[src/logic/servo_readout_defs.svh]
// Constants for the servo position readout sequencer
//
// Contract
// - Stroke limit: refuse pulses, zero droop, halt
// - Reply position as 32-bit hexadecimal characters
// - Read loads position as position command; not while a stroke limit is active
// - Base circuit on after servo-on delay
// - Ready only after base circuit is on
// - Serial fault answers with error code
// - Forced stop release: base delay, then ready
// - Warn when request missing after ready high
`ifndef SERVO_READOUT_DEFS_SVH
`define SERVO_READOUT_DEFS_SVH

// ----------------------------------------------------------------
// Timing
// ----------------------------------------------------------------
`define CLK_FREQ_KHZ      125000
`define MS_CYCLES         (`CLK_FREQ_KHZ)
`define BASE_DLY_MS       95
`define ESTOP_BASE_DLY_MS 210
`define RDY_DLY_MS        5
`define XFER_TMO_S        5
`define XFER_TMO_MS       (`XFER_TMO_S * 1000)
`define MS_CNT_W          13

// ----------------------------------------------------------------
// Serial command codes and reply layout
// ----------------------------------------------------------------
`define CMD_READ_POS      8'h02
`define DATA_NO_POS       8'h91
`define ERR_CODE_BAD      8'h01
`define REPLY_NIBBLES     3'h7
`define ASCII_ZERO        8'h30
`define ASCII_A_MINUS_10  8'h37
`define POS_W             32
`endif

[src/logic/servo_readout_pkg.sv]
// Types shared by the servo position readout sequencer
package servo_readout_pkg;
    // Power-stage sequencing states
    typedef enum logic [1:0] {
        S_OFF       = 2'b00,
        S_WAIT_BASE = 2'b01,
        S_WAIT_RDY  = 2'b10,
        S_RUN       = 2'b11
    } seq_state_t;
endpackage : servo_readout_pkg

[src/logic/servo_position_readout_seq.sv]
// Power sequencing, stroke-end handling, serial position reply, transfer timeout
`timescale 1ns/1ps
`include "servo_readout_defs.svh"
module servo_position_readout_seq
    import servo_readout_pkg::*;
#(
    parameter int MS_CYCLES = `MS_CYCLES  // Clock cycles per millisecond tick
) (
    input  wire logic        CORE_CLK,
    input  wire logic        ARST_N,
    input  wire logic        SERVO_ON_INPUT,
    input  wire logic        FORCED_STOP_INPUT,
    input  wire logic        ALARM_CAUSE,
    input  wire logic        FORWARD_STROKE_LIMIT,
    input  wire logic        REVERSE_STROKE_LIMIT,
    input  wire logic        CMD_PULSE,
    input  wire logic        CMD_DIR,
    input  wire logic        FB_PULSE,
    input  wire logic        FB_DIR,
    input  wire logic [7:0]  STATION_ADDR,
    input  wire logic        READ_REQ,
    input  wire logic [7:0]  READ_STATION,
    input  wire logic [7:0]  READ_CMD,
    input  wire logic [7:0]  READ_DATA_NO,
    input  wire logic        READ_FRAME_ERR,
    input  wire logic        POSITION_TRANSFER_MODE,
    input  wire logic        POSITION_REQUEST,
    output logic             BASE_ON,
    output logic             READY_OUT,
    output logic             ALARM_OUTPUT,
    output logic             PULSE_INHIBIT,
    output logic             MOTOR_HALT,
    output logic [31:0]      DROOP_COUNT,
    output logic [31:0]      POSITION_COMMAND,
    output logic             REPLY_VALID,
    output logic [7:0]       REPLY_CHAR,
    output logic             REPLY_LAST,
    output logic             REPLY_ERROR,
    output logic [7:0]       REPLY_ERR_CODE,
    output logic             TRANSFER_DATA_READY,
    output logic             TRANSFER_TIMEOUT_WARNING
);

    // ------------------------------------------------------------
    // Millisecond timebase
    // ------------------------------------------------------------
    logic [16:0] ms_div_q, ms_div_d;    // Cycle divider
    logic        ms_tick;               // One-cycle pulse each ms

    // Divider next value
    always_comb begin
        ms_tick  = (ms_div_q == 17'(MS_CYCLES - 1));
        ms_div_d = ms_tick ? 17'h0 : ms_div_q + 17'h1;
    end

    // Divider register
    always_ff @(posedge CORE_CLK or negedge ARST_N) begin
        if (!ARST_N) ms_div_q <= 17'h0;
        else         ms_div_q <= ms_div_d;
    end

    // ------------------------------------------------------------
    // Power-stage sequencer
    // ------------------------------------------------------------
    seq_state_t             state_q, state_d;     // Sequencer state
    logic [`MS_CNT_W-1:0]   seq_cnt_q, seq_cnt_d; // Ms within a wait
    logic                   est_q, est_d;         // Forced stop was seen
    logic                   alarm_q, alarm_d;     // Alarm output
    logic                   base_q, base_d;       // Base circuit on
    logic                   rdy_q, rdy_d;         // Ready output
    logic                   stop_cond;            // Any reason to stay off
    logic [`MS_CNT_W-1:0]   base_dly;             // Selected base delay

    // Sequencer next state
    always_comb begin
        state_d   = state_q;
        seq_cnt_d = seq_cnt_q;
        est_d     = est_q | FORCED_STOP_INPUT;
        alarm_d   = ALARM_CAUSE;
        base_d    = base_q;
        rdy_d     = rdy_q;
        stop_cond = !SERVO_ON_INPUT || FORCED_STOP_INPUT || ALARM_CAUSE;
        base_dly  = est_q ? `MS_CNT_W'(`ESTOP_BASE_DLY_MS)
                          : `MS_CNT_W'(`BASE_DLY_MS);
        if (stop_cond) begin
            // Drop everything at once
            state_d   = S_OFF;
            base_d    = 1'b0;
            rdy_d     = 1'b0;
            seq_cnt_d = '0;
        end else begin
            unique case (state_q)
                S_OFF: begin
                    state_d   = S_WAIT_BASE;
                    seq_cnt_d = '0;
                end
                S_WAIT_BASE: begin
                    // Count ms, then switch base on
                    if (ms_tick) begin
                        if (seq_cnt_q == base_dly - `MS_CNT_W'(1)) begin
                            base_d    = 1'b1;
                            est_d     = 1'b0;
                            seq_cnt_d = '0;
                            state_d   = S_WAIT_RDY;
                        end else begin
                            seq_cnt_d = seq_cnt_q + `MS_CNT_W'(1);
                        end
                    end
                end
                S_WAIT_RDY: begin
                    // Ready follows base by the ready delay
                    if (ms_tick) begin
                        if (seq_cnt_q == `MS_CNT_W'(`RDY_DLY_MS - 1)) begin
                            rdy_d   = base_q;
                            state_d = S_RUN;
                        end else begin
                            seq_cnt_d = seq_cnt_q + `MS_CNT_W'(1);
                        end
                    end
                end
                S_RUN: begin
                    // Hold until a stop condition
                    state_d = S_RUN;
                end
            endcase
        end
    end

    // Sequencer registers
    always_ff @(posedge CORE_CLK or negedge ARST_N) begin
        if (!ARST_N) begin
            state_q   <= S_OFF;
            seq_cnt_q <= '0;
            est_q     <= 1'b0;
            alarm_q   <= 1'b0;
            base_q    <= 1'b0;
            rdy_q     <= 1'b0;
        end else begin
            state_q   <= state_d;
            seq_cnt_q <= seq_cnt_d;
            est_q     <= est_d;
            alarm_q   <= alarm_d;
            base_q    <= base_d;
            rdy_q     <= rdy_d;
        end
    end

    // ------------------------------------------------------------
    // Position, command and droop tracking
    // ------------------------------------------------------------
    logic [31:0] cur_pos_q, cur_pos_d;   // Actual position
    logic [31:0] cmd_q, cmd_d;           // Position command
    logic [31:0] droop_q, droop_d;       // Accumulated droop
    logic        inh_q, inh_d;           // Pulse inhibit
    logic        limit_hit;              // Either stroke limit
    logic        good_read;              // Valid position read
    logic        bad_read;               // Faulty frame for us

    // Position next values
    always_comb begin
        limit_hit = FORWARD_STROKE_LIMIT || REVERSE_STROKE_LIMIT;
        good_read = READ_REQ && (READ_STATION == STATION_ADDR) && !READ_FRAME_ERR
                    && (READ_CMD == `CMD_READ_POS) && (READ_DATA_NO == `DATA_NO_POS);
        bad_read  = READ_REQ && (READ_STATION == STATION_ADDR) && !good_read;
        inh_d     = limit_hit;
        cur_pos_d = cur_pos_q;
        cmd_d     = cmd_q;
        droop_d   = droop_q;
        if (FB_PULSE) begin
            cur_pos_d = FB_DIR ? cur_pos_q - 32'h1 : cur_pos_q + 32'h1;
        end
        if (limit_hit) begin
            // Refuse pulses and clear droop together
            droop_d = 32'h0;
        end else if (good_read) begin
            // Reply value becomes the command
            cmd_d   = cur_pos_q;
            droop_d = 32'h0;
        end else begin
            if (CMD_PULSE) begin
                cmd_d = CMD_DIR ? cmd_q - 32'h1 : cmd_q + 32'h1;
            end
            droop_d = droop_q + (CMD_PULSE ? (CMD_DIR ? 32'hffffffff : 32'h1) : 32'h0)
                              - (FB_PULSE ? (FB_DIR ? 32'hffffffff : 32'h1) : 32'h0);
        end
    end

    // Position registers
    always_ff @(posedge CORE_CLK or negedge ARST_N) begin
        if (!ARST_N) begin
            cur_pos_q <= 32'h0;
            cmd_q     <= 32'h0;
            droop_q   <= 32'h0;
            inh_q     <= 1'b0;
        end else begin
            cur_pos_q <= cur_pos_d;
            cmd_q     <= cmd_d;
            droop_q   <= droop_d;
            inh_q     <= inh_d;
        end
    end

    // ------------------------------------------------------------
    // Serial reply
    // ------------------------------------------------------------
    logic [31:0] shf_q, shf_d;           // Latched reply value
    logic [2:0]  nib_q, nib_d;           // Nibbles left
    logic        rv_q, rv_d;             // Reply char valid
    logic [7:0]  rc_q, rc_d;             // Reply char
    logic        rl_q, rl_d;             // Last char
    logic        re_q, re_d;             // Error reply pulse
    logic [7:0]  ec_q, ec_d;             // Error code byte, zero when idle
    logic        busy;                   // Reply in progress
    logic [3:0]  nib;                    // Nibble to encode

    // Reply next values, most significant nibble first
    always_comb begin
        shf_d = shf_q;
        nib_d = nib_q;
        rv_d  = 1'b0;
        rc_d  = rc_q;
        rl_d  = 1'b0;
        re_d  = bad_read;
        ec_d  = bad_read ? `ERR_CODE_BAD : 8'h0;
        busy  = rv_q && !rl_q;
        nib   = 4'h0;
        if (good_read && !busy) begin
            // Start with the top nibble
            nib   = cur_pos_q[31:28];
            shf_d = {cur_pos_q[27:0], 4'h0};
            nib_d = `REPLY_NIBBLES - 3'h1;
            rv_d  = 1'b1;
        end else if (busy) begin
            // Shift out the remaining nibbles
            nib   = shf_q[31:28];
            shf_d = {shf_q[27:0], 4'h0};
            nib_d = nib_q - 3'h1;
            rv_d  = 1'b1;
            rl_d  = (nib_q == 3'h0);
        end
        if (rv_d) begin
            rc_d = (nib < 4'ha) ? `ASCII_ZERO + {4'h0, nib}
                                : `ASCII_A_MINUS_10 + {4'h0, nib};
        end
    end

    // Reply registers
    always_ff @(posedge CORE_CLK or negedge ARST_N) begin
        if (!ARST_N) begin
            shf_q <= 32'h0;
            nib_q <= 3'h0;
            rv_q  <= 1'b0;
            rc_q  <= 8'h0;
            rl_q  <= 1'b0;
            re_q  <= 1'b0;
            ec_q  <= 8'h0;
        end else begin
            shf_q <= shf_d;
            nib_q <= nib_d;
            rv_q  <= rv_d;
            rc_q  <= rc_d;
            rl_q  <= rl_d;
            re_q  <= re_d;
            ec_q  <= ec_d;
        end
    end

    // ------------------------------------------------------------
    // Transfer handshake timeout
    // ------------------------------------------------------------
    logic                 tdr_q, tdr_d;     // Transfer data ready
    logic                 mode_p_q;         // Previous mode level
    logic [`MS_CNT_W-1:0] xc_q, xc_d;       // Ms waiting for request
    logic                 warn_q, warn_d;   // Timeout warning

    // Timeout next values; a new timeout wins over the mode-rise clear
    always_comb begin
        tdr_d  = POSITION_TRANSFER_MODE && !POSITION_REQUEST;
        xc_d   = (tdr_q && !POSITION_REQUEST) ? xc_q : '0;
        warn_d = warn_q;
        if (POSITION_TRANSFER_MODE && !mode_p_q) begin
            warn_d = 1'b0;
        end
        if (tdr_q && !POSITION_REQUEST && ms_tick) begin
            if (xc_q == `MS_CNT_W'(`XFER_TMO_MS - 1)) begin
                warn_d = 1'b1;
            end else begin
                xc_d = xc_q + `MS_CNT_W'(1);
            end
        end
    end

    // Timeout registers
    always_ff @(posedge CORE_CLK or negedge ARST_N) begin
        if (!ARST_N) begin
            tdr_q    <= 1'b0;
            mode_p_q <= 1'b0;
            xc_q     <= '0;
            warn_q   <= 1'b0;
        end else begin
            tdr_q    <= tdr_d;
            mode_p_q <= POSITION_TRANSFER_MODE;
            xc_q     <= xc_d;
            warn_q   <= warn_d;
        end
    end

    // ------------------------------------------------------------
    // Outputs
    // ------------------------------------------------------------
    assign BASE_ON                  = base_q;
    assign READY_OUT                = rdy_q;
    assign ALARM_OUTPUT             = alarm_q;
    assign PULSE_INHIBIT            = inh_q;
    assign MOTOR_HALT               = inh_q;
    assign DROOP_COUNT              = droop_q;
    assign POSITION_COMMAND         = cmd_q;
    assign REPLY_VALID              = rv_q;
    assign REPLY_CHAR               = rc_q;
    assign REPLY_LAST               = rl_q;
    assign REPLY_ERROR              = re_q;
    assign REPLY_ERR_CODE           = ec_q;
    assign TRANSFER_DATA_READY      = tdr_q;
    assign TRANSFER_TIMEOUT_WARNING = warn_q;

    // ------------------------------------------------------------
    // Checks
    // ------------------------------------------------------------
    chk_limit_stop: assert property (@(posedge CORE_CLK) disable iff (!ARST_N)
        limit_hit |=> (PULSE_INHIBIT && MOTOR_HALT && DROOP_COUNT == 32'h0))
        else $error("stroke limit did not stop pulses");
    chk_reply_len: assert property (@(posedge CORE_CLK) disable iff (!ARST_N)
        $rose(REPLY_VALID) |-> (REPLY_VALID && !REPLY_LAST) [*7] ##1 (REPLY_VALID && REPLY_LAST)
        ##1 !REPLY_VALID)
        else $error("reply is not eight characters");
    chk_cmd_load: assert property (@(posedge CORE_CLK) disable iff (!ARST_N)
        (good_read && !limit_hit) |=> (POSITION_COMMAND == $past(cur_pos_q)))
        else $error("read did not load position command");
    chk_base_delay: assert property (@(posedge CORE_CLK) disable iff (!ARST_N)
        $rose(BASE_ON) |-> ($past(state_q) == S_WAIT_BASE && $past(seq_cnt_q) == $past(base_dly)
        - `MS_CNT_W'(1)))
        else $error("base circuit on at wrong time");
    chk_ready_base: assert property (@(posedge CORE_CLK) disable iff (!ARST_N)
        READY_OUT |-> BASE_ON)
        else $error("ready without base circuit");
    chk_err_reply: assert property (@(posedge CORE_CLK) disable iff (!ARST_N)
        bad_read |=> (REPLY_ERROR && REPLY_ERR_CODE == `ERR_CODE_BAD))
        else $error("faulty frame got no error code");
    chk_ready_gap: assert property (@(posedge CORE_CLK) disable iff (!ARST_N)
        $rose(READY_OUT) |-> ($past(BASE_ON) && $past(seq_cnt_q) == `MS_CNT_W'(`RDY_DLY_MS - 1)))
        else $error("ready gap after base is wrong");
    chk_xfer_warn: assert property (@(posedge CORE_CLK) disable iff (!ARST_N)
        $rose(TRANSFER_TIMEOUT_WARNING) |-> ($past(xc_q) == `MS_CNT_W'(`XFER_TMO_MS - 1)))
        else $error("transfer warning at wrong time");

endmodule : servo_position_readout_seq

[config.mk]
export PLATFORM = sky130hd
export DESIGN_NAME = servo_position_readout_seq
export DESIGN_NICKNAME = d
export VERILOG_FILES = /design/src/logic/servo_readout_pkg.sv /design/src/logic/servo_position_readout_seq.sv
export VERILOG_INCLUDE_DIRS = /design/src /design/src/logic
export SDC_FILE = /design/constraint.sdc
export NUM_CORES = 1
export LEC_CHECK = 0
export ABC_CLOCK_PERIOD_IN_PS = 3890
export BUFFER_PORTS_ARGS = -buffer_cell sky130_fd_sc_hd__buf_2
export CORE_AREA = 4 4 172 174
export DETAILED_ROUTE_END_ITERATION = 6
export DIE_AREA = 0 0 176 178
export PLACE_DENSITY = 0.68
export SLEW_MARGIN = 10
export SYNTH_ARGS = -nofsm -noshare
export SYNTH_HDL_FRONTEND = slang
export SYNTH_SLANG_ARGS = --single-unit
[constraint.sdc]
create_clock -name CORE_CLK -period 3.89 [get_ports CORE_CLK]
set_input_delay 0.5835 -clock CORE_CLK [delete_from_list [all_inputs] [get_ports CORE_CLK]]
set_output_delay 0.5835 -clock CORE_CLK [all_outputs]
set_load 0.005 [all_outputs]
==> impl_results.md <==
- Largest family of logic cells by synthesized area: simple AND/OR/NAND/NOR gates
- Min-delay worst type: primary input to asynchronous set/reset pin
- Post-synthesis simple-gate area fraction: 18.2%
- TritonRoute pass-1 iters: 6
- Row cnt: between 60 and 70
- Slew @ Worst Pin: 0.856 ns
- Register area share after synthesis: 34.4%
- Clock Tree Root: clkbuf_16
- Clock buffer depth: 2
- Setup TNS: 0 ns
- Finished Layout Cells: around 2200
- Number of synthesized flops with an enable pin: 0
- Kind of critical path: primary input to flop
- Placed cell areas: roughly 0.015 mm²
- CP Launch Type: primary input
- # clock sinks: 190
- Placed Cells: approximately 2100
- Yosys warns: 0
- CTS tree: done
- Hold buffers post-CTS: 0
- Arrival @ worst endpoint: approximately 4.1 ns
- Routability Congestion: between 0.9 and 1
- Critical path's top delay family: compound AO/OA/AOI/OAI gates
- Syn-to-layout area delta: 16.6%
- Avg Inst Size Synth: 8.69 µm²
- Post-layout min period: around 3.7 ns
- Crit-path most repeated cell: o31a_1
- Synth Area in Adders: 14.1%
- WL final: 33500 µm
- DRT iter0 DRCs: 714
- Nets: 1951
- Setup Skew: 0.0143 ns
- P per Cell Area: 708 mW/mm²
- Num CTS Buffers: 17
- Primary FF master, synth: dfrtp_1
- Wirelength per Cell: 15.5 µm
- CP bufs+invs: 3
- DP HPWL: roughly 25000 µm
- Highest Clock Rate: 267 MHz
- Layout cells sized above 1: 17.1%
- Number of routed nets with antenna violations: 0
- Post-route cell area: 0.0161 mm²
- Initial antenna violation count: 0
- Mux share of post-synthesis cell area: 2.91%
- Slowest stage cell, crit path: fa_1
- Core Area: 0.0278 mm²
- Drt drc: 0
- Die Ht: ~180 µm
- Final Hold Vio Count: 0
- Dpl ws: -0.322 ns
- Compound-Gate Fraction of Synth Area: 17.6%
- Diode count: 0
- Unique cell type count in the Yosys netlist: 75
- Largest net degree at the start of global routing: 102
- First-pass GRT wire length: 56200 µm
- Max Slew Vio Count: 0
- Die W: ~180 µm
- Worst-path cell chain: clkbuf_4, nand2_8, clkinvlp_4, fa_1, inv_2, ha_4, nor2b_4, o31a_1, o31a_1, a221o_1, a21o_1, o211ai_1, a21oi_1, o21a_1, nor3_1, nor3_2
- IO buf count: 128
- Leak: 7.75 nW
- Grt total ovfl: 0
- I/O Pins: 137
- Worst ir drop on vdd: 387 µV
- Synth Instances: 1592
- Crit share post-route: roughly 96%
- Latest clock arrival within the worst-skew pair: 0.44 ns
- Largest fanout on the critical path: 7
- Post-Synth XOR/XNOR Area: 7.34%
- Final WS setup: ~0.14 ns
- Slew HR: 42.8%
- Total setup buffers inserted after CTS: 0
- FILL cells: 2546
- # H-tree levels: 4
- CP Capture Type: flop
- Mapped Area: 0.0138 mm²
- DR vias: 11700
- Max cap viols: 0
- Status: complete, no violations
- Tot GR Track Use: 21.7%
- Ys async rst share: 100%
- Vias in the first global route: ~11000
- Worst Path Required: between 4 and 5 ns
- Initial Util: 49.8%
- Final setup vio count: 0
- Crit path largest cell delay: 0.61 ns
- Flops & latches, synth: 190
- Drt via density: 5.44
- Clock transition at path regs: 0.08 ns
- Die area: ~0.031 mm²
## placed cells by master (no fill, tap or decap), types with 42 or more instances in the layout
cell     instances
inv_1          133
buf_2          126
nand3_1         45
xnor2_1         65
nor2_1         163
a21o_1          42
dfrtp_1        190
nand2_1        173
o21ai_0         76
xor2_1          51
ha_1            98
buf_4           75
a31oi_1         52
a21oi_1         93
## worst register-to-register path: stages (launching register included)
cell	delay, ns
dfrtp_1	0.40
inv_1	0.09
fa_1	0.57
fa_1	0.25
nor2b_4	0.06
o31a_1	0.30
o31a_1	0.28
a221o_1	0.39
a21o_1	0.22
o211ai_1	0.24
a21oi_1	0.10
o21a_1	0.20
nor3_1	0.20
nor3_2	0.07
## power by group
group | internal [W] | leakage [nW] | switching, W | total [W]
Combinational | 0.00321 | 5.13 | 0.00345 | 0.00667
Clock | 0.000988 | 0.305 | 0.000884 | 0.00187
Sequential | 0.00244 | 2.31 | 0.000449 | 0.00289
Total | 0.00664 | 7.75 | 0.00479 | 0.0114
## cell families (layout without fill, tap and decap cells)
kind of cell	after synthesis	count (layout)
multiplexers	37	37
AO/OA/AOI/OAI	381	381
flip-flops	190	190
buffers and inverters	192	374
other	1	8
adder cells (fa/ha/maj)	136	136
AND/OR/NAND/NOR	539	539
XOR/XNOR	116	116
## cell usage after synthesis (9+ instances only)
library cell,number,area (µm²)
dfrtp_1,190,4750
nand2_1,175,657
nor2_1,164,616
inv_1,135,507
ha_1,103,1290
a21oi_1,99,495
o21ai_0,80,400
xnor2_1,65,569
a31oi_1,52,325
xor2_1,51,447
nand3_1,45,225
clkbuf_1,44,165
a21o_1,42,315
fa_1,33,661
mux2_2,26,293
nor3_1,23,115
and3_1,21,131
nand2b_1,20,125
nand4_1,18,113
nor2b_1,18,113
o21a_1,16,120
a211oi_1,15,113
o21bai_1,13,97.6
mux2i_1,11,110
buf_4,10,75.1
or3_1,9,56.3
## final cells by class
class                           instances  area [µm²]  share of cell area, %
Multi-Input combinational cell       1217        8500                   52.7
Sequential cell                       190        4750                   29.5
Timing Repair Buffer                  207        1280                   7.92
Inverter                              135         510                   3.16
Tap cell                              378         473                   2.93
Clock buffer                           17         425                   2.64
Clock inverter                         15         196                   1.22
## per-layer routing
layer  vias to the layer above  global-route usage, %  part of all wire, %
met5                         -                      0                    0
met4                         0                   4.68                  1.2
met3                        28                   3.12                  3.4
met2                       203                   36.4                   48
met1                      5644                   30.1                   47
li1                       5860                      -                    -
## registers in the layout (all words and copies together) (netlist names), 2 cells and up
signal            cells
nib_q                 3
REPLY_CHAR            7
xc_q                 13
DROOP_COUNT          32
seq_cnt_q            13
cur_pos_q            32
state_q               2
ms_div_q             17
POSITION_COMMAND     32
shf_q                28
## repair_timing
action / in CTS / in global routing
gates resized for setup: 0 / 5
hold endpoints to repair: 0 / 0
endpoints found under the setup margin: 0 / 2
## per-stage QoR
stage,total power [W],utilization [%],hold WS (ns)
5_1_grt,0.0125,58.1,0.253
3_3_place_gp,0.00940,55.8,0.446
2_1_floorplan,0.00762,-,0.288
6_report,0.0114,58.1,0.236
4_1_cts,0.0115,58.0,0.252
3_5_place_dp,0.00953,55.8,0.450
## path summary, 6_finish.rpt
path | startpoint | to | slack [ns] | cells after the start
setup / recovery | FB_DIR | DROOP_COUNT[30] | 0.14 | 16
hold / removal | ARST_N | DROOP_COUNT[11] | 0.24 | 1
setup reg to reg | DROOP_COUNT[1] | DROOP_COUNT[30] | 0.39 | 13
hold reg to reg | nib_q[2] | REPLY_LAST | 0.48 | 1
max in group asynchronous | ARST_N | xc_q[8] | 2.75 | 2
min in group CORE_CLK | POSITION_TRANSFER_MODE | mode_p_q | 0.27 | 1
(Power assumes the default switching activity.)
